### src/pkg/sfs_pkg.sv
// constants for the framed serial sync control block
package sfs_pkg;
   localparam logic [7:0] ADDR_CONTROL = 8'h00;
   localparam logic [7:0] ADDR_STATUS = 8'h04;
   localparam logic [7:0] ADDR_TX = 8'h08;
   localparam int BIT_FRAMING_ENABLE = 31;
   localparam int BIT_PULSE_DIRECTION = 30;
   localparam int BIT_PULSE_POLARITY = 29;
   localparam int BIT_SELECT_AUTO_DRIVE = 28;
   localparam int BIT_PULSE_WIDTH = 27;
   localparam int BIT_CHARS_CODE_HI = 26;
   localparam int BIT_CHARS_CODE_LO = 24;
   localparam int BIT_BAUD_CLOCK_SELECT = 23;
   localparam int BIT_MODULE_ON = 15;
   localparam int BIT_AUDIO_ENABLE = 7;
   localparam int BIT_CLOCK_EDGE = 8;
   localparam int BIT_MASTER = 5;
   localparam int BIT_IDLE_POLARITY = 6;
   localparam logic [31:0] CONTROL_WRITE_MASK = 32'hff80_81e0;
   localparam logic [31:0] CONTROL_RESET = 32'h0000_0000;
   localparam logic [7:0] BAUD_HALF_DEFAULT = 8'h02;
   localparam int FIFO_DEPTH = 8;
   localparam int CHAR_BITS = 8;
   localparam logic [1:0] RESP_OKAY = 2'b00;
   localparam logic [1:0] RESP_SLVERR = 2'b10;
   typedef enum logic [1:0] {SFS_IDLE, SFS_SHIFT, SFS_GAP} sfs_state_t;
endpackage : sfs_pkg
### src/design/sfs_control.sv
// framed serial control core with register slave, transmit fifo and shifter
//
// Design decisions made here: the address map and the AXI4-Lite slave port.
`timescale 1ns/1ns
module sfs_fifo #(
   parameter int WIDTH = 8,
   parameter int DEPTH = 8
) (
   input wire logic ref_clk, // clock
   input wire logic rst_n, // synchronised reset
   input wire logic in_valid, // write request
   output logic in_ready, // room for a word
   input wire logic [WIDTH-1:0] in_data, // word in
   output logic out_valid, // word available
   input wire logic out_ready, // consumer takes word
   output logic [WIDTH-1:0] out_data // head word
);
   localparam int AW = $clog2(DEPTH);
   logic [WIDTH-1:0] mem [DEPTH];
   logic [AW:0] wr_ptr, rd_ptr, next_wr_ptr, next_rd_ptr;
   logic push, pop;
   always_comb begin
      in_ready = (wr_ptr - rd_ptr) != (AW+1)'(DEPTH);
      out_valid = wr_ptr != rd_ptr;
      push = in_valid && in_ready;
      pop = out_valid && out_ready;
      next_wr_ptr = push ? wr_ptr + 1'b1 : wr_ptr;
      next_rd_ptr = pop ? rd_ptr + 1'b1 : rd_ptr;
      out_data = mem[rd_ptr[AW-1:0]];
   end
   always_ff @(posedge ref_clk or negedge rst_n) begin
      if (!rst_n) begin
         wr_ptr <= '0;
         rd_ptr <= '0;
      end else begin
         wr_ptr <= next_wr_ptr;
         rd_ptr <= next_rd_ptr;
      end
   end
   // storage has no reset; contents are only read once written
   always_ff @(posedge ref_clk) begin
      if (push) begin
         mem[wr_ptr[AW-1:0]] <= in_data;
      end
   end
endmodule : sfs_fifo

module sfs_control
   import sfs_pkg::*;
(
   input wire logic ref_clk, // 20 MHz clock
   input wire logic resetn, // async reset, active low
   input wire logic reference_clock, // reference clock level, sampled
   input wire logic [7:0] s_axi_awaddr, // write address
   input wire logic s_axi_awvalid, // write address valid
   output logic s_axi_awready, // write address ready
   input wire logic [31:0] s_axi_wdata, // write data
   input wire logic [3:0] s_axi_wstrb, // write strobes
   input wire logic s_axi_wvalid, // write data valid
   output logic s_axi_wready, // write data ready
   output logic [1:0] s_axi_bresp, // write response
   output logic s_axi_bvalid, // write response valid
   input wire logic s_axi_bready, // write response ready
   input wire logic [7:0] s_axi_araddr, // read address
   input wire logic s_axi_arvalid, // read address valid
   output logic s_axi_arready, // read address ready
   output logic [31:0] s_axi_rdata, // read data
   output logic [1:0] s_axi_rresp, // read response
   output logic s_axi_rvalid, // read data valid
   input wire logic s_axi_rready, // read data ready
   output logic serial_clock, // serial clock out
   output logic serial_data_out, // serial data out
   input wire logic slave_select_pin_in, // select pin level from pad
   output logic slave_select_pin_out, // select pin drive value
   output logic slave_select_pin_oe // select pin driven when high
);
   logic rst_s1, rst_n;
   logic ref_s1, ref_s2, ss_s1, ss_s2, ref_q;
   logic [31:0] control, next_control;
   logic aw_held, w_held, next_aw_held, next_w_held;
   logic [7:0] aw_addr, next_aw_addr;
   logic [31:0] w_data, next_w_data;
   logic [3:0] w_strb, next_w_strb;
   logic bvalid, next_bvalid, rvalid, next_rvalid;
   logic [1:0] bresp, next_bresp, rresp, next_rresp;
   logic [31:0] rdata, next_rdata;
   logic fifo_in_valid, fifo_in_ready, fifo_out_valid, fifo_out_ready;
   logic [7:0] fifo_out_data;
   sfs_state_t state, next_state;
   logic [7:0] shreg, next_shreg;
   logic [2:0] bit_cnt, next_bit_cnt;
   logic [7:0] baud_cnt, next_baud_cnt;
   logic sclk_phase, next_sclk_phase;
   logic [5:0] char_cnt, next_char_cnt;
   logic pulse_live, next_pulse_live;
   logic sync_seen, next_sync_seen, ss_prev;
   logic sdo, next_sdo, sclk_o, next_sclk_o, ss_o, next_ss_o, ss_oe, next_ss_oe;
   logic on, framed, slave_sync, pol, idle_pol, tick, baud_src, ss_active;
   logic [5:0] frame_len;
   logic do_write;

   function automatic logic [5:0] chars_per_frame(input logic [2:0] code);
      case (code)
         3'h0: chars_per_frame = 6'h01;
         3'h1: chars_per_frame = 6'h02;
         3'h2: chars_per_frame = 6'h04;
         3'h3: chars_per_frame = 6'h08;
         3'h4: chars_per_frame = 6'h10;
         default: chars_per_frame = 6'h20; // reserved codes act as 32
      endcase
   endfunction : chars_per_frame

   always_ff @(posedge ref_clk or negedge resetn) begin
      if (!resetn) begin
         rst_s1 <= 1'b0;
         rst_n <= 1'b0;
      end else begin
         rst_s1 <= 1'b1;
         rst_n <= rst_s1;
      end
   end
   // pins pass two flops before any logic looks at them
   always_ff @(posedge ref_clk or negedge rst_n) begin
      if (!rst_n) begin
         // select pad idles high on its pull-up; start there to avoid a false edge
         {ref_s1, ref_s2, ref_q} <= 3'b000;
         {ss_s1, ss_s2, ss_prev} <= 3'b111;
      end else begin
         ref_s1 <= reference_clock;
         ref_s2 <= ref_s1;
         ref_q <= ref_s2;
         ss_s1 <= slave_select_pin_in;
         ss_s2 <= ss_s1;
         ss_prev <= ss_s2;
      end
   end

   always_comb begin
      on = control[BIT_MODULE_ON];
      framed = control[BIT_FRAMING_ENABLE];
      slave_sync = framed && control[BIT_PULSE_DIRECTION];
      pol = control[BIT_PULSE_POLARITY];
      idle_pol = control[BIT_IDLE_POLARITY] | control[BIT_AUDIO_ENABLE];
      frame_len = framed ? chars_per_frame(control[BIT_CHARS_CODE_HI:BIT_CHARS_CODE_LO])
                         : 6'h01;
      // reference source advances on its rising edges, bus source every cycle
      baud_src = control[BIT_BAUD_CLOCK_SELECT] ? (ref_s2 && !ref_q) : 1'b1;
      tick = baud_src && (baud_cnt == BAUD_HALF_DEFAULT - 8'h01);
   end

   // register slave: address and data taken in either order
   always_comb begin
      s_axi_awready = !aw_held && !bvalid;
      s_axi_wready = !w_held && !bvalid;
      s_axi_arready = !rvalid;
      next_aw_held = aw_held || (s_axi_awvalid && s_axi_awready);
      next_w_held = w_held || (s_axi_wvalid && s_axi_wready);
      next_aw_addr = (s_axi_awvalid && s_axi_awready) ? s_axi_awaddr : aw_addr;
      next_w_data = (s_axi_wvalid && s_axi_wready) ? s_axi_wdata : w_data;
      next_w_strb = (s_axi_wvalid && s_axi_wready) ? s_axi_wstrb : w_strb;
      do_write = next_aw_held && next_w_held && !bvalid;
      next_bvalid = bvalid ? !s_axi_bready : do_write;
      next_bresp = bresp;
      next_control = control;
      fifo_in_valid = 1'b0;
      if (do_write) begin
         next_aw_held = 1'b0;
         next_w_held = 1'b0;
         next_bresp = RESP_OKAY;
         if (next_aw_addr == ADDR_CONTROL) begin
            for (int i = 0; i < 4; i++) begin
               if (next_w_strb[i]) begin
                  next_control[i*8 +: 8] = next_w_data[i*8 +: 8] & CONTROL_WRITE_MASK[i*8 +: 8];
               end
            end
            if (on) begin
               next_control[BIT_BAUD_CLOCK_SELECT] = control[BIT_BAUD_CLOCK_SELECT];
            end
         end else if (next_aw_addr == ADDR_TX) begin
            // a full fifo holds the response back until a slot frees
            fifo_in_valid = 1'b1;
            if (!fifo_in_ready) begin
               next_bvalid = 1'b0;
               next_aw_held = 1'b1;
               next_w_held = 1'b1;
            end
         end else begin
            next_bresp = RESP_SLVERR;
         end
      end
      next_rvalid = rvalid ? !s_axi_rready : s_axi_arvalid;
      next_rdata = rdata;
      next_rresp = rresp;
      if (s_axi_arvalid && s_axi_arready) begin
         next_rresp = RESP_OKAY;
         case (s_axi_araddr)
            ADDR_CONTROL: next_rdata = control;
            ADDR_STATUS: next_rdata = {24'h0, char_cnt, fifo_in_ready, state == SFS_IDLE};
            default: begin
               next_rdata = 32'h0;
               next_rresp = RESP_SLVERR;
            end
         endcase
      end
   end

   sfs_fifo #(.WIDTH(CHAR_BITS), .DEPTH(FIFO_DEPTH)) tx_fifo (
      .ref_clk(ref_clk),
      .rst_n(rst_n),
      .in_valid(fifo_in_valid),
      .in_ready(fifo_in_ready),
      .in_data(next_w_data[7:0]),
      .out_valid(fifo_out_valid),
      .out_ready(fifo_out_ready),
      .out_data(fifo_out_data)
   );

   // shifter; clock edge bit is stored but not used in any mode
   always_comb begin
      next_state = state;
      next_shreg = shreg;
      next_bit_cnt = bit_cnt;
      next_baud_cnt = baud_src ? (tick ? 8'h00 : baud_cnt + 8'h01) : baud_cnt;
      next_sclk_phase = sclk_phase;
      next_char_cnt = char_cnt;
      next_pulse_live = pulse_live;
      next_sync_seen = sync_seen || (ss_s2 == pol && ss_prev != pol);
      next_sdo = sdo;
      next_sclk_o = idle_pol;
      fifo_out_ready = 1'b0;
      ss_active = 1'b0;
      case (state)
         SFS_IDLE: begin
            next_sclk_phase = 1'b0;
            if (on && fifo_out_valid && (!slave_sync || sync_seen || char_cnt != 6'h00)
                && control[BIT_MASTER] | slave_sync) begin
               fifo_out_ready = 1'b1;
               next_shreg = fifo_out_data;
               next_sdo = fifo_out_data[7];
               next_bit_cnt = 3'h7;
               next_pulse_live = char_cnt == 6'h00;
               next_sync_seen = 1'b0;
               next_state = SFS_SHIFT;
            end
         end
         SFS_SHIFT: begin
            ss_active = 1'b1;
            next_sclk_o = sclk_phase ^ idle_pol;
            if (tick) begin
               next_sclk_phase = !sclk_phase;
               if (sclk_phase) begin
                  // one-clock pulse ends after the first serial clock
                  if (!control[BIT_PULSE_WIDTH]) next_pulse_live = 1'b0;
                  next_shreg = {shreg[6:0], 1'b0};
                  next_sdo = shreg[6];
                  next_bit_cnt = bit_cnt - 3'h1;
                  if (bit_cnt == 3'h0) begin
                     next_pulse_live = 1'b0;
                     next_char_cnt = (char_cnt + 6'h01 >= frame_len) ? 6'h00 : char_cnt + 6'h01;
                     next_state = SFS_GAP;
                  end
               end
            end
         end
         SFS_GAP: begin
            next_sclk_phase = 1'b0;
            if (tick) next_state = SFS_IDLE;
         end
         default: next_state = SFS_IDLE;
      endcase
      if (!on || !framed) begin
         next_char_cnt = 6'h00;
      end
      if (!on) begin
         next_state = SFS_IDLE;
      end
      next_ss_oe = 1'b0;
      next_ss_o = !pol;
      if (framed && !slave_sync) begin
         next_ss_oe = 1'b1;
         next_ss_o = next_pulse_live && next_state == SFS_SHIFT ? pol : !pol;
      end else if (!framed && control[BIT_SELECT_AUTO_DRIVE] && control[BIT_MASTER]) begin
         next_ss_oe = 1'b1;
         next_ss_o = (next_state == SFS_SHIFT || ss_active) ? pol : !pol;
      end
   end

   always_ff @(posedge ref_clk or negedge rst_n) begin
      if (!rst_n) begin
         control <= CONTROL_RESET;
         {aw_held, w_held, bvalid, rvalid} <= '0;
         aw_addr <= '0;
         w_data <= '0;
         w_strb <= '0;
         bresp <= RESP_OKAY;
         rresp <= RESP_OKAY;
         rdata <= '0;
         state <= SFS_IDLE;
         shreg <= '0;
         bit_cnt <= '0;
         baud_cnt <= '0;
         sclk_phase <= 1'b0;
         char_cnt <= '0;
         {pulse_live, sync_seen, sdo, sclk_o, ss_o, ss_oe} <= 6'b000010;
      end else begin
         control <= next_control;
         aw_held <= next_aw_held;
         w_held <= next_w_held;
         aw_addr <= next_aw_addr;
         w_data <= next_w_data;
         w_strb <= next_w_strb;
         bvalid <= next_bvalid;
         bresp <= next_bresp;
         rvalid <= next_rvalid;
         rresp <= next_rresp;
         rdata <= next_rdata;
         state <= next_state;
         shreg <= next_shreg;
         bit_cnt <= next_bit_cnt;
         baud_cnt <= next_baud_cnt;
         sclk_phase <= next_sclk_phase;
         char_cnt <= next_char_cnt;
         pulse_live <= next_pulse_live;
         sync_seen <= next_sync_seen;
         sdo <= next_sdo;
         sclk_o <= next_sclk_o;
         ss_o <= next_ss_o;
         ss_oe <= next_ss_oe;
      end
   end

   always_comb begin
      s_axi_bvalid = bvalid;
      s_axi_bresp = bresp;
      s_axi_rvalid = rvalid;
      s_axi_rresp = rresp;
      s_axi_rdata = rdata;
      serial_clock = sclk_o;
      serial_data_out = sdo;
      slave_select_pin_out = ss_o;
      slave_select_pin_oe = ss_oe;
   end
endmodule : sfs_control

### config.mk
export PLATFORM = sky130hd
export DESIGN_NAME = sfs_control
export DESIGN_NICKNAME = d
export VERILOG_FILES = /design/src/pkg/sfs_pkg.sv /design/src/design/sfs_control.sv
export SDC_FILE = /design/constraint.sdc
export NUM_CORES = 1
export LEC_CHECK = 0
export BUFFER_PORTS_ARGS = -buffer_cell sky130_fd_sc_hd__buf_2
export CORE_MARGIN = 1.5
export CORE_UTILIZATION = 57
export DETAILED_ROUTE_END_ITERATION = 12
export GPL_TIMING_DRIVEN = 0
export PLACE_DENSITY = 0.79
export SLEW_MARGIN = 10
export SYNTH_ARGS = -nofsm -noshare
export SYNTH_HDL_FRONTEND = slang
export SYNTH_SLANG_ARGS = --single-unit
### constraint.sdc
create_clock -name ref_clk -period 5 [get_ports ref_clk]
set_input_delay 0.25 -clock ref_clk [delete_from_list [all_inputs] [get_ports ref_clk]]
set_output_delay 0.25 -clock ref_clk [all_outputs]
set_load 0.01 [all_outputs]
# == Word level (Yosys, flattened, before mapping) ==
# Memories as Yosys holds them, arrays and structs flattened.
# Cells that the tools add are included.
# word_totals
ff_bits,147
ram_bits,64
in_bits,61
out_inout_bits,45
wordCells,199
n_memories,1
# op_classes
add_sub_neg,6
order_cmp,1
eq_ne,17
n_mux,72
n_bitwise,4
reduce_logical,61
# memory_table
memory,words,width,read_ports,rd_ports_with_merged_regs,write_ports,line_no,source
tx_fifo.mem,8,8,1,0,1,sfs_control.sv:19,logic [WIDTH-1:0] mem [DEPTH];
# ops
cell,n
$pmux 32 s2,1
$mux 6,7
$mux 1,38
$mux 32,1
$pmux 6 s5,1
$mux 7,3
$logic_and 1x1->1,20
$mux 2,9
$logic_not 8->1,2
$mux 8,2
$pmux 7 s2,1
$logic_not 1->1,12
$reduce_and 4->1,3
$reduce_bool 2->1,6
$mux 3,3
$reduce_and 3->1,3
$add 4x1->4 const B,2
$add 8x1->8 const B,1
$eq 8x1->1 const B,1
$eq 8x3->1 const B,1
$eq 8x4->1 const B,1
$logic_or 1x1->1,7
$add 6x1->6 const B,1
$eq 3x2->1 const B,2
26 further kinds,33

# == Longest topological paths before layout ==
# Gate-level depths: netlist (run 1).
# depth
ltp_word,14
depth_mapped,12
mapped_depth_nobuf,9

# == Cells and area by module ==
# A second synthesis (run 1) with hierarchy kept.
# unflattened
cells_unflattened,581
hier_area_um2,7901.3
# by_module_without_submodules
module,n_inst,cells_per_inst,area_per_inst_um2,seq_area_each_um2
sfs_control,1,415,4922.2,2782.7
sfs_fifo,1,166,2979.1,2122.0

# == Worst setup path after synthesis (run 1) ==
# OpenSTA, ideal clock, no wires.
# synth_path
path_kind,reg2reg
from,reg tx_fifo.rd_ptr[1]
to,"mem tx_fifo.mem[2][0], enable pin"
setup_ns,0.385
arrival_ns,3.004
t_required_ns,4.615
path_slack_ns,1.611
stages_incl_launch_ff,11
n_path_buf,2
period_less_slack_ns,3.389
path_cell_list,dfrtp_1 > clkbuf_1 > clkbuf_1 > inv_1 > ha_1 > nand2b_1 > a21o_1 > a311oi_1 > nor4_4 > nand2b_1 > nor3b_1
# synth_via
elab_chain_len,5
# synth_rtl
element,line_no,source
"start, declared",sfs_control.sv:20,"logic [AW:0] wr_ptr, rd_ptr, next_wr_ptr, next_rd_ptr;"
"start signal, assigned",sfs_control.sv:37,rd_ptr <= next_rd_ptr;
$sub 4x4->4,sfs_control.sv:23,in_ready = (wr_ptr - rd_ptr) != (AW+1)'(DEPTH);
$ne 4x4->1,sfs_control.sv:23,
$logic_and 1x1->1,sfs_control.sv:25,push = in_valid && in_ready;
$mux 1,sfs_control.sv:42,if (push) begin
$mux 1 (not written as such),sfs_control.sv:43,mem[wr_ptr[AW-1:0]] <= in_data;
"end, declared",sfs_control.sv:19,
# Every way passes these cells.

# == Worst setup path in the final report (run 1) ==
# layout_path
from,reg tx_fifo.rd_ptr[1]
to,"mem tx_fifo.mem[0][5], enable pin"
# Same word-level chain as after synthesis.

==> results of run 1 <==
area by class of cell:
type | count | area, um^2
buffer | 33 | 193
clock buffer | 17 | 425
clock inverter | 15 | 185
fill | 912 | 4070
inverter | 17 | 63.8
multi-input combinational | 326 | 2800
sequential | 183 | 4910
tap | 176 | 220
timing repair buffer | 83 | 485
sequential cells by signal (all words and copies together) (netlist names), 2 cells and up:
name	cells
w_data	19
aw_addr	8
w_strb	4
char_cnt	6
bit_cnt	3
s_axi_rdata	19
shreg	7
baud_cnt	8
tx_fifo.wr_ptr	4
state	2
control	14
tx_fifo.rd_ptr	4
tx_fifo.mem	64
repair_timing:
action | CTS | global route
hold buffers | 5 | 0
endpoints found under the hold margin | 6 | 0
buffers inserted | 0 | 0
logic make-up after synthesis:
family,Yosys count
AOI/OAI and AO/OA,73
xor gates and xnor gates,20
adders and majority gates,17
buffers and inverters,50
DFF,183
muxes,82
other,2
and+or+nand+nor,118
critical path, stage by stage, from the launching register on:
cell	delay [ns]
dfrtp_1	0.38
clkbuf_1	0.36
clkbuf_1	0.56
inv_1	0.21
ha_1	0.36
nand2b_1	0.15
a21o_1	0.14
a311oi_1	0.25
nor4_4	0.48
nand2b_1	0.23
nor3_1	0.92
metal layers:
metal  up-vias  wire length, um
met4         0              223
met2       133             8230
li1       2214                -
met3        21              820
met5         -                0
met1      2441             6730
where the power goes:
group / switching [uW] / total (uW) / internal (uW) / leakage (uW)
clock network: 663 / 1350 / 685 / 0.000294
logic: 386 / 688 / 303 / 0.00165
registers: 134 / 1980 / 1840 / 0.00205
total: 1180 / 4010 / 2830 / 0.00399
layout by cell type (no fill, tap or decap), types with 16 or more instances in the layout:
cell type    n
mux2_2      46
clkbuf_16   17
conb_1      16
buf_2       80
nand2_1     27
dfrtp_1    114
o21ai_0     20
mux4_2      16
ha_1        17
edfxtp_1    64
inv_1       16
nor2_1      23
worst max-delay path by stage:
stage / from / endpoint / slack, ns / depth (start not counted)
2_1_floorplan: rst_n$_DFF_PN0_ / aw_addr[0]$_DFF_PN0_ / 1.45 / 0
3_3_place_gp: rst_n$_DFF_PN0_ / baud_cnt[7]$_DFFE_PN0P_ / 0.25 / 0
3_5_place_dp: tx_fifo.rd_ptr[1]$_DFFE_PN0P_ / tx_fifo.mem[6][2]$_DFFE_PP_ / 0.59 / 10
4_1_cts: tx_fifo.rd_ptr[1]$_DFFE_PN0P_ / tx_fifo.mem[6][1]$_DFFE_PP_ / 0.51 / 10
5_1_grt: tx_fifo.rd_ptr[1]$_DFFE_PN0P_ / tx_fifo.mem[0][5]$_DFFE_PP_ / 0.32 / 10
6_report: tx_fifo.rd_ptr[1]$_DFFE_PN0P_ / tx_fifo.mem[0][5]$_DFFE_PP_ / 0.58 / 10
stage by stage:
stage | setup slack, ns | util | cells | hold WS [ns]
after floorplan | 1.45 | - | 559 | -0.0456
final | 0.582 | 0.695 | 850 | 0.0666
after CTS | 0.513 | 0.693 | 850 | 0.0543
after global placement | 0.252 | 0.639 | 811 | 0.0344
after detailed placement | 0.593 | 0.644 | 813 | 0.0385
after global routing | 0.323 | 0.695 | 850 | 0.0590
==> qor.yml, run 1 <==
status: "complete, no violations"
rows: 42
root_buffer: "clkbuf_16"
synth-compound-area-share: 0.0702
relSlewSlack: 0.229
final.setup.tns_ns: 0
gp_congestion: 0.860
synthMuxAreaShare: 0.141
min_path_type: "primary input to flip-flop"
met3_usage: 0.0599
route.detailed.drc: 0
rrSetupSlack_ns: 0.58
num_io_pins: 106
rsz0062_at_grt: "false"
n_antenna_cell: 0
skew_ns: 0.0106
io_buffers: 76
worstPathArrival_ns: 4.46
clock.fmax_ghz: 0.226
synth_xor_area_frac: 0.0222
r2r_cells: 10
hold_start: "s_axi_wdata[8]"
worstSetupPathType: "flip-flop to flip-flop"
clk_latency_ns: 0.43
yosysMostFrequentCell: "dfrtp_1"
nNetsFinal: 739
cts_resized: 0
drt_iter0_drc: 270
ant_nets: 0
path_clk_slew_ns: 0.08
met2_usage: 0.406
worst_ep_required_time_ns: 5.04
drv_slew: 0
regToRegStartpoint: "tx_fifo.rd_ptr[1]$_DFFE_PN0P_"
drive_gt1_frac: 0.332
cts_tree: "done"
die_w_um: 121
grt_util_met1: 0.309
synth_edf_count: 64
grt_pass1_wl_um: 26000
die-area_um2: 14500
die_y_um: 121
synth_commonest_cells: "dfrtp_1, edfxtp_1, mux2_2"
cellLeakagePower_uw: 0.00399
timing.rr.end: "tx_fifo.mem[0][5]$_DFFE_PP_"
synthArstFlopShare: 0.650
routed_wl_um: 16000
wire_per_inst_um: 18.8
cts_sinks: 183
drv_cap: 0
cp-start-kind: "flip-flop"
syn_to_final_growth_pct: 17.7
first_global_vias: 5050
ys_seq_area_frac: 0.623
dr.pass1.iters: 4
initial_core_util: 0.590
yosysTopAreaCellShare: 0.365
synth_area_um2: 7880
worst_ir_drop_vdd_mv: 0.454
track_usage: 0.238
grt_max_degree: 64
hpwl_um: 10900
synth_ff_type: "dfrtp_1"
worst_setup_path_end_kind: "flip-flop"
yosysUniqueCellTypes: 61
holdPathStages: 2
synth-simple-area-share: 0.0832
whs_endpoint: "w_data[8]$_DFF_PN0_"
synth_top_family_by_area: "multiplexers"
worst_slew_pin_slew_ns: 1.15
vias_per_cell: 5.66
min_period_ns: 4.42
cts_buffers: 17
core_um2: 13300
vias: 4809
antenna_found_initial: 0
yosys_warnings: 0
finalInstanceArea_um2: 9280
yosys-top-cells-area: "dfrtp_1, edfxtp_1, mux2_2, mux4_2, ha_1"
hold_viol_final: 0
power.total_uw: 4010
setup_viol: 0
grt_overflow: 0
grt.busiest_layer: "met2"
post_dp_cell_area_um2: 8600
yosys.area.top_type: "dfrtp_1"
syn_inst: 545
h-tree-depth: 4
path_max_fanout: 10
synthAdderAreaFrac: 0.0270
clk_path_buf_depth: 2
syn-mean-instance-area_um2: 14.5
ys_ff_latch: 183
fin_crit_sh: 0.884
power.density_nw_per_um2: 433
(Power assumes the default switching activity.)
==> inputs of run 2 (changes only) <==
--- a/config.mk
+++ b/config.mk
@@ -10,7 +10,7 @@
 export CORE_UTILIZATION = 57
 export DETAILED_ROUTE_END_ITERATION = 12
 export GPL_TIMING_DRIVEN = 0
-export PLACE_DENSITY = 0.79
+export PLACE_DENSITY = 0.88
 export SLEW_MARGIN = 10
 export SYNTH_ARGS = -nofsm -noshare
 export SYNTH_HDL_FRONTEND = slang
==> constraint.sdc (replaced) <==
create_clock -name ref_clk -period 5 [get_ports ref_clk]
set_input_delay 0.5 -clock ref_clk [delete_from_list [all_inputs] [get_ports ref_clk]]
set_output_delay 0.5 -clock ref_clk [all_outputs]
set_load 0.01 [all_outputs]
==> qor.yml, run 2 (synthesized netlist as in run 1, its figures left out) <==
status: "complete, no violations"  # unchanged
die_y_um: 121  # unchanged
setup_viol: 0  # unchanged
worst_ep_required_time_ns: 5.06  # was 5.04 ns
hpwl_um: 11000  # was 10900 um
power.density_nw_per_um2: 442  # was 433 nW/um^2
grt_pass1_wl_um: 27900  # was 26000 um
final.setup.tns_ns: 0  # unchanged
clk_path_buf_depth: 2  # unchanged
cts_setup_buffers: 0  # unchanged
ant_nets: 0  # unchanged
wire_per_inst_um: 20.5  # was 18.8 um
grt_max_degree: 67  # was 64
utilization: 0.693  # was 0.695
io_buffers: 76  # unchanged
die_w_um: 121  # unchanged
gp_congestion: 0.859  # was 0.860
path_max_fanout: 10  # unchanged
drt_iter0_drc: 385  # was 270
drv_slew: 0  # unchanged
final-seq-area_um2: 4910  # unchanged
fill_cells: 843  # was 912
cp_num_buf_inv: 3  # unchanged
cts_resized: 0  # unchanged
path_clk_slew_ns: 0.07  # was 0.08 ns
dp_slack_ns: 0.444  # was 0.593 ns
routed_wl_um: 17400  # was 16000 um
track_usage: 0.256  # was 0.238
dr.pass1.iters: 5  # was 4
rsz0062_at_grt: "false"  # unchanged
initial_core_util: 0.590  # unchanged
min_path_type: "flip-flop to async pin"  # was primary input to flip-flop
antenna_found_initial: 1  # was 0
drv_cap: 0  # unchanged
power.total_uw: 4090  # was 4010 uW
cts_sinks: 183  # unchanged
final_cell_mix: "dfrtp_1, buf_2, edfxtp_1"  # unchanged
ctsHoldBuffers: 1  # was 5
min_period_ns: 4.38  # was 4.42 ns
crit_path_top_delay_cell: "nor2_1"  # was nor3_1
root_buffer: "clkbuf_16"  # unchanged
hold_viol_final: 0  # unchanged
final_common_cell: "dfrtp_1"  # unchanged
vias_per_cell: 6.00  # was 5.66
multiInputGateArea_um2: 2800  # about the same
cp_top_family: "simple AND/OR/NAND/NOR gates"  # unchanged
path_cells: "clkbuf_1 > clkbuf_1 > inv_1 > ha_1 > nand2b_1 > a21o_1 > a311oi_1 > nor4_4 > nand2b_1 > nor2_1"  # was clkbuf_1 > clkbuf_1 > inv_1 > ha_1 > nand2b_1 > a21o_1 > a311oi_1 > nor4_4 > nand2b_1 > nor3_1
worst_ir_drop_vdd_mv: 0.378  # was 0.454 mV
final.setup.worst_slack_ns: 0.622  # was 0.582 ns
worst_setup_path_end_kind: "flip-flop"  # unchanged
core_um2: 13300  # unchanged
worst_slew_pin_slew_ns: 1.05  # was 1.15 ns
cts_tree: "done"  # unchanged
first_global_vias: 5384  # was 5050
syn_to_final_growth_pct: 17.4  # was 17.7%
drive_gt1_frac: 0.334  # was 0.332
clock.fmax_ghz: 0.228  # was 0.226 GHz
max_stage_delay_ns: 0.74  # was 0.92 ns
skew_ns: 0.00740  # was 0.0106 ns
cellLeakagePower_uw: 0.00399  # about the same
route.detailed.drc: 0  # unchanged
grt_overflow: 0  # unchanged
die-area_um2: 14500  # unchanged
h-tree-depth: 4  # unchanged
worstSetupPathType: "flip-flop to flip-flop"  # unchanged
whs_ns: 0.126  # was 0.0666 ns
cts_buffers: 17  # unchanged
nNetsFinal: 735  # was 739
fin_crit_sh: 0.876  # was 0.884
cp-start-kind: "flip-flop"  # unchanged
clk_latency_ns: 0.44  # was 0.43 ns
largest_register_ffs: 64  # unchanged
vias: 5081  # was 4809
relSlewSlack: 0.295  # was 0.229
worstPathArrival_ns: 4.44  # was 4.46 ns
rows: 42  # unchanged
num_io_pins: 106  # unchanged
[run 2: changes by cell type in the layout (fill, tap and decap cells not counted), sizes merged]
| cell | change |
|---|---|
| bufinv | +3 |
| clkinv | +1 |
| dlygate4sd3 | -4 |
| inv | -4 |
| clkbuf | +1 |
| diode | +1 |
| clkinvlp | -1 |
[run 2: path summary, 6_finish.rpt]
| check | startpoint | to | slack, ns | cells after the start |
|---|---|---|---|---|
| max | tx_fifo.rd_ptr[1]$_DFFE_PN0P_ | tx_fifo.mem[3][1]$_DFFE_PP_ | 0.62 | 10 |
| min | rst_n$_DFF_PN0_ | w_data[1]$_DFF_PN0_ | 0.13 | 0 |
| max reg2reg | tx_fifo.rd_ptr[1]$_DFFE_PN0P_ | tx_fifo.mem[3][1]$_DFFE_PP_ | 0.62 | 10 |
| min reg2reg | rst_n$_DFF_PN0_ | w_data[1]$_DFF_PN0_ | 0.13 | 0 |
| max in group asynchronous | rst_n$_DFF_PN0_ | slave_select_pin_out$_DFF_PN1_ | 4.02 | 2 |
| min in group ref_clk | slave_select_pin_in | ss_s1$_DFF_PN1_ | 0.16 | 1 |
[run 2: report_power, final]
group / internal, uW / leakage [uW] / switching (uW)
sequential: 1850 / 0.00205 / 140
combinational: 303 / 0.00163 / 400
clock: 801 / 0.000304 / 599
total: 2950 / 0.00399 / 1140
[run 2: final cells by class]
cell class	count	share of cell area
diodes	1	0.000270
plain buffers	33	0.0208
clock buffers	18	0.0464
clock inverters	14	0.0204
inverters	17	0.00690
multi-input cells	326	0.303
flip-flops and latches	183	0.531
well taps	176	0.0238
repair buffers	79	0.0481
[run 2: layer usage]
metal  routed length (um)  vias to the layer above  part of all wire  track usage
li1                     -                     2200                 -            -
met1                 6770                     2549              0.39        0.317
met2                 8730                      278              0.50        0.420
met3                 1270                       54             0.073       0.0755
met4                  608                        0             0.035        0.113
met5                    0                        -                 0            0
[run 2: per-stage QoR]
stage,area (um^2),cells
2_1_floorplan,7930,559
3_3_place_gp,8530,811
3_5_place_dp,8600,813
4_1_cts,9220,846
5_1_grt,9250,847
6_report,9250,847
==> inputs of run 3 (changes only) <==
--- a/config.mk
+++ b/config.mk
@@ -14,4 +14,5 @@
 export SLEW_MARGIN = 10
 export SYNTH_ARGS = -nofsm -noshare
 export SYNTH_HDL_FRONTEND = slang
+export SYNTH_HIERARCHICAL = 1
 export SYNTH_SLANG_ARGS = --single-unit
==> constraint.sdc (replaced) <==
create_clock -name ref_clk -period 4.45 [get_ports ref_clk]
set_input_delay 0.445 -clock ref_clk [delete_from_list [all_inputs] [get_ports ref_clk]]
set_output_delay 0.445 -clock ref_clk [all_outputs]
set_load 0.01 [all_outputs]
==> qor.yml, run 3 <==
num_io_pins: 106  # unchanged
yosysMostFrequentCell: "dfrtp_1"  # unchanged
cts_sinks: 183  # unchanged
rsz0062_at_grt: "false"  # unchanged
p_int_uw: 3290  # was 2950 uW
finalInstanceArea_um2: 9330  # was 9250 um^2
h-tree-depth: 4  # unchanged
cp-start-kind: "flip-flop"  # unchanged
path_max_fanout: 10  # unchanged
grt_max_degree: 51  # was 67
final-seq-area_um2: 4910  # unchanged
power.switching_uw: 1150  # was 1140 uW
dr.pass1.iters: 5  # unchanged
setup_viol: 0  # unchanged
skew_ns: 0.00815  # was 0.00740 ns
syn_to_final_growth_pct: 18.1  # was 17.4%
route.detailed.drc: 0  # unchanged
switching_share: 0.260  # was 0.279
ctsHoldBuffers: 1  # unchanged
grt_overflow: 0  # unchanged
multiInputGateArea_um2: 2820  # was 2800 um^2
fill_cells: 864  # was 843
post_dp_cell_area_um2: 8710  # was 8600 um^2
io_buffers: 76  # unchanged
worst_ir_drop_vdd_mv: 0.345  # was 0.378 mV
rows: 42  # unchanged
relSlewSlack: 0.435  # was 0.295
power_frac_comb: 0.155  # was 0.172
power.density_nw_per_um2: 476  # was 442 nW/um^2
track_usage: 0.254  # was 0.256
ant_nets: 0  # unchanged
hold_start: "slave_select_pin_in"
vias_per_cell: 5.90  # was 6.00
die-area_um2: 14600  # was 14500 um^2
drt_iter0_drc: 351  # was 385
initial_core_util: 0.590  # about the same
clk_path_buf_depth: 2  # unchanged
gp_congestion: 0.869  # was 0.859
yosys.area.top_type: "dfrtp_1"  # unchanged
yosys_warnings: 6  # was 0
r2r_cells: 9  # was 10
worst_ep_required_time_ns: 4.59  # was 5.06 ns
holdPathStages: 1
yosys-top-cells-area: "dfrtp_1, edfxtp_1, mux2_2, mux4_2, ha_1"  # unchanged
synthArstFlopShare: 0.650  # unchanged
final.setup.worst_slack_ns: 0.484  # was 0.622 ns
whs_ns: 0.115  # was 0.126 ns
cellLeakagePower_uw: 0.00402  # was 0.00399 uW
status: "complete, no violations"  # unchanged
largest_register_ffs: 64  # unchanged
cts_resized: 0  # unchanged
nNetsFinal: 778  # was 735
min_path_type: "primary input to flip-flop"  # was flip-flop to async pin
synth_commonest_cells: "dfrtp_1, edfxtp_1, nand2_1"  # was dfrtp_1, edfxtp_1, mux2_2
worst_setup_path_end_kind: "flip-flop"  # unchanged
clk_latency_ns: 0.43  # was 0.44 ns
vias: 5248  # was 5081
rrSetupSlack_ns: 0.48  # was 0.62 ns
syn-mean-instance-area_um2: 13.6  # was 14.5 um^2
cts_tree: "done"  # unchanged
path_clk_slew_ns: 0.07  # about the same
drv_cap: 0  # unchanged
synth_ff_type: "dfrtp_1"  # unchanged
final_common_cell: "dfrtp_1"  # unchanged
worstSetupPathType: "flip-flop to flip-flop"  # unchanged
timing.rr.end: "tx_fifo/mem[5][1]$_DFFE_PP_"  # was tx_fifo.mem[3][1]$_DFFE_PP_
root_buffer: "clkbuf_16"  # unchanged
whs_endpoint: "ss_s1$_DFF_PN1_"
die_w_um: 121  # about the same
n_antenna_cell: 0  # was 1
final_cell_mix: "dfrtp_1, buf_2, edfxtp_1"  # unchanged
ys_seq_area_frac: 0.621  # was 0.623
utilization: 0.696  # was 0.693
hold_viol_final: 0  # unchanged
synth_edf_count: 64  # unchanged
hpwl_um: 11900  # was 11000 um
ys_ff_latch: 183  # unchanged
synth_area_um2: 7900  # was 7880 um^2
syn_inst: 581  # was 545
clock.fmax_ghz: 0.252  # was 0.228 GHz
yosysTopAreaCellShare: 0.364  # was 0.365
routed_wl_um: 17200  # was 17400 um
seqPwrFrac: 0.493  # was 0.486
regToRegStartpoint: "tx_fifo/rd_ptr[1]$_DFFE_PN0P_"  # was tx_fifo.rd_ptr[1]$_DFFE_PN0P_
min_period_ns: 3.97  # was 4.38 ns
die_y_um: 121  # about the same
yosysUniqueCellTypes: 62  # was 61
worstPathArrival_ns: 4.11  # was 4.44 ns
core_um2: 13400  # was 13300 um^2
cts_buffers: 17  # unchanged
drv_slew: 0  # unchanged
final.setup.tns_ns: 0  # unchanged
antenna_found_initial: 0  # was 1
grt_pass1_wl_um: 27700  # was 27900 um
dp_slack_ns: 0.592  # was 0.444 ns
drive_gt1_frac: 0.310  # was 0.334
first_global_vias: 5500  # was 5384
clkPwrFrac: 0.352  # was 0.342
fin_crit_sh: 0.891  # was 0.876
cts_setup_buffers: 0  # unchanged
wire_per_inst_um: 19.3  # was 20.5 um
worst_slew_pin_slew_ns: 0.840  # was 1.05 ns
## run 3: cell count changes after synthesis, sizes merged, moves of 5 or more
cell	change
nor4	+6
nand3	+7
buf	+5
nand2	+24
mux2i	-7
mux2	-7
a32o	-5
a21oi	+5
## run 3: layout make-up
| class | count | area share |
|---|---|---|
| Buffer | 35 | 0.0224 |
| Clock buffer | 19 | 0.0464 |
| Clock inverter | 13 | 0.0190 |
| Inverter | 18 | 0.00724 |
| Multi-Input combinational cell | 359 | 0.302 |
| Sequential cell | 183 | 0.526 |
| Tap cell | 176 | 0.0236 |
| Timing Repair Buffer | 86 | 0.0534 |
## run 3: logic make-up (layout without fill, tap and decap cells)
group | count (synthesis) | in the layout | share of synthesized area
flip-flops | 183 | 183 | 0.621
multiplexers | 68 | 68 | 0.119
other | 2 | 16 | 0.000950
XOR/XNOR | 21 | 21 | 0.0250
AND/OR/NAND/NOR | 159 | 159 | 0.104
buffers and inverters | 53 | 171 | 0.0350
AO/OA/AOI/OAI | 78 | 78 | 0.0683
adder cells (fa/ha/maj) | 17 | 17 | 0.0269
## run 3: metal layers
layer	vias to the layer above	share of wire	global-route usage
met4	0	0.027	0.115
met2	205	0.56	0.469
met5	-	0	0
met1	2671	0.37	0.282
li1	2331	-	-
met3	41	0.047	0.0495
## run 3: power by group through the flow
stage / registers (uW) / logic [uW] / clock network (uW)
after floorplan: 2190 / 462 / 0
final: 2190 / 688 / 1560
after global placement: 2210 / 600 / 0
after global routing: 2210 / 756 / 1650
after CTS: 2190 / 691 / 1580
after detailed placement: 2220 / 674 / 0
## run 3: per-stage QoR
step / std cells / total power, uW
6_report: 889 / 4440
5_1_grt: 889 / 4620
4_1_cts: 889 / 4470
3_5_place_dp: 856 / 2890
3_3_place_gp: 847 / 2810
2_1_floorplan: 595 / 2650
## run 3: how the worst max path moves through the flow
stage | startpoint | cells after the start | slack [ns] | endpoint
6_report | tx_fifo/rd_ptr[1]$_DFFE_PN0P_ | 9 | 0.48 | tx_fifo/mem[5][1]$_DFFE_PP_
5_1_grt | tx_fifo/rd_ptr[1]$_DFFE_PN0P_ | 9 | 0.41 | tx_fifo/mem[5][4]$_DFFE_PP_
4_1_cts | tx_fifo/rd_ptr[1]$_DFFE_PN0P_ | 9 | 0.54 | tx_fifo/mem[5][1]$_DFFE_PP_
3_5_place_dp | tx_fifo/rd_ptr[1]$_DFFE_PN0P_ | 9 | 0.59 | tx_fifo/mem[5][4]$_DFFE_PP_
3_3_place_gp | rst_n$_DFF_PN0_ | 0 | -0.23 | w_data[4]$_DFF_PN0_
2_1_floorplan | rst_n$_DFF_PN0_ | 0 | 0.90 | aw_addr[0]$_DFF_PN0_
## run 3: critical path, cell delays in order, from the launching register on
cell      delay [ns]
dfrtp_1         0.35
clkbuf_1        0.56
buf_1           0.50
inv_1           0.11
ha_1            0.34
nor2b_1         0.19
o211ai_1        0.42
nand3_4         0.23
nor4_2          0.69
buf_4           0.28
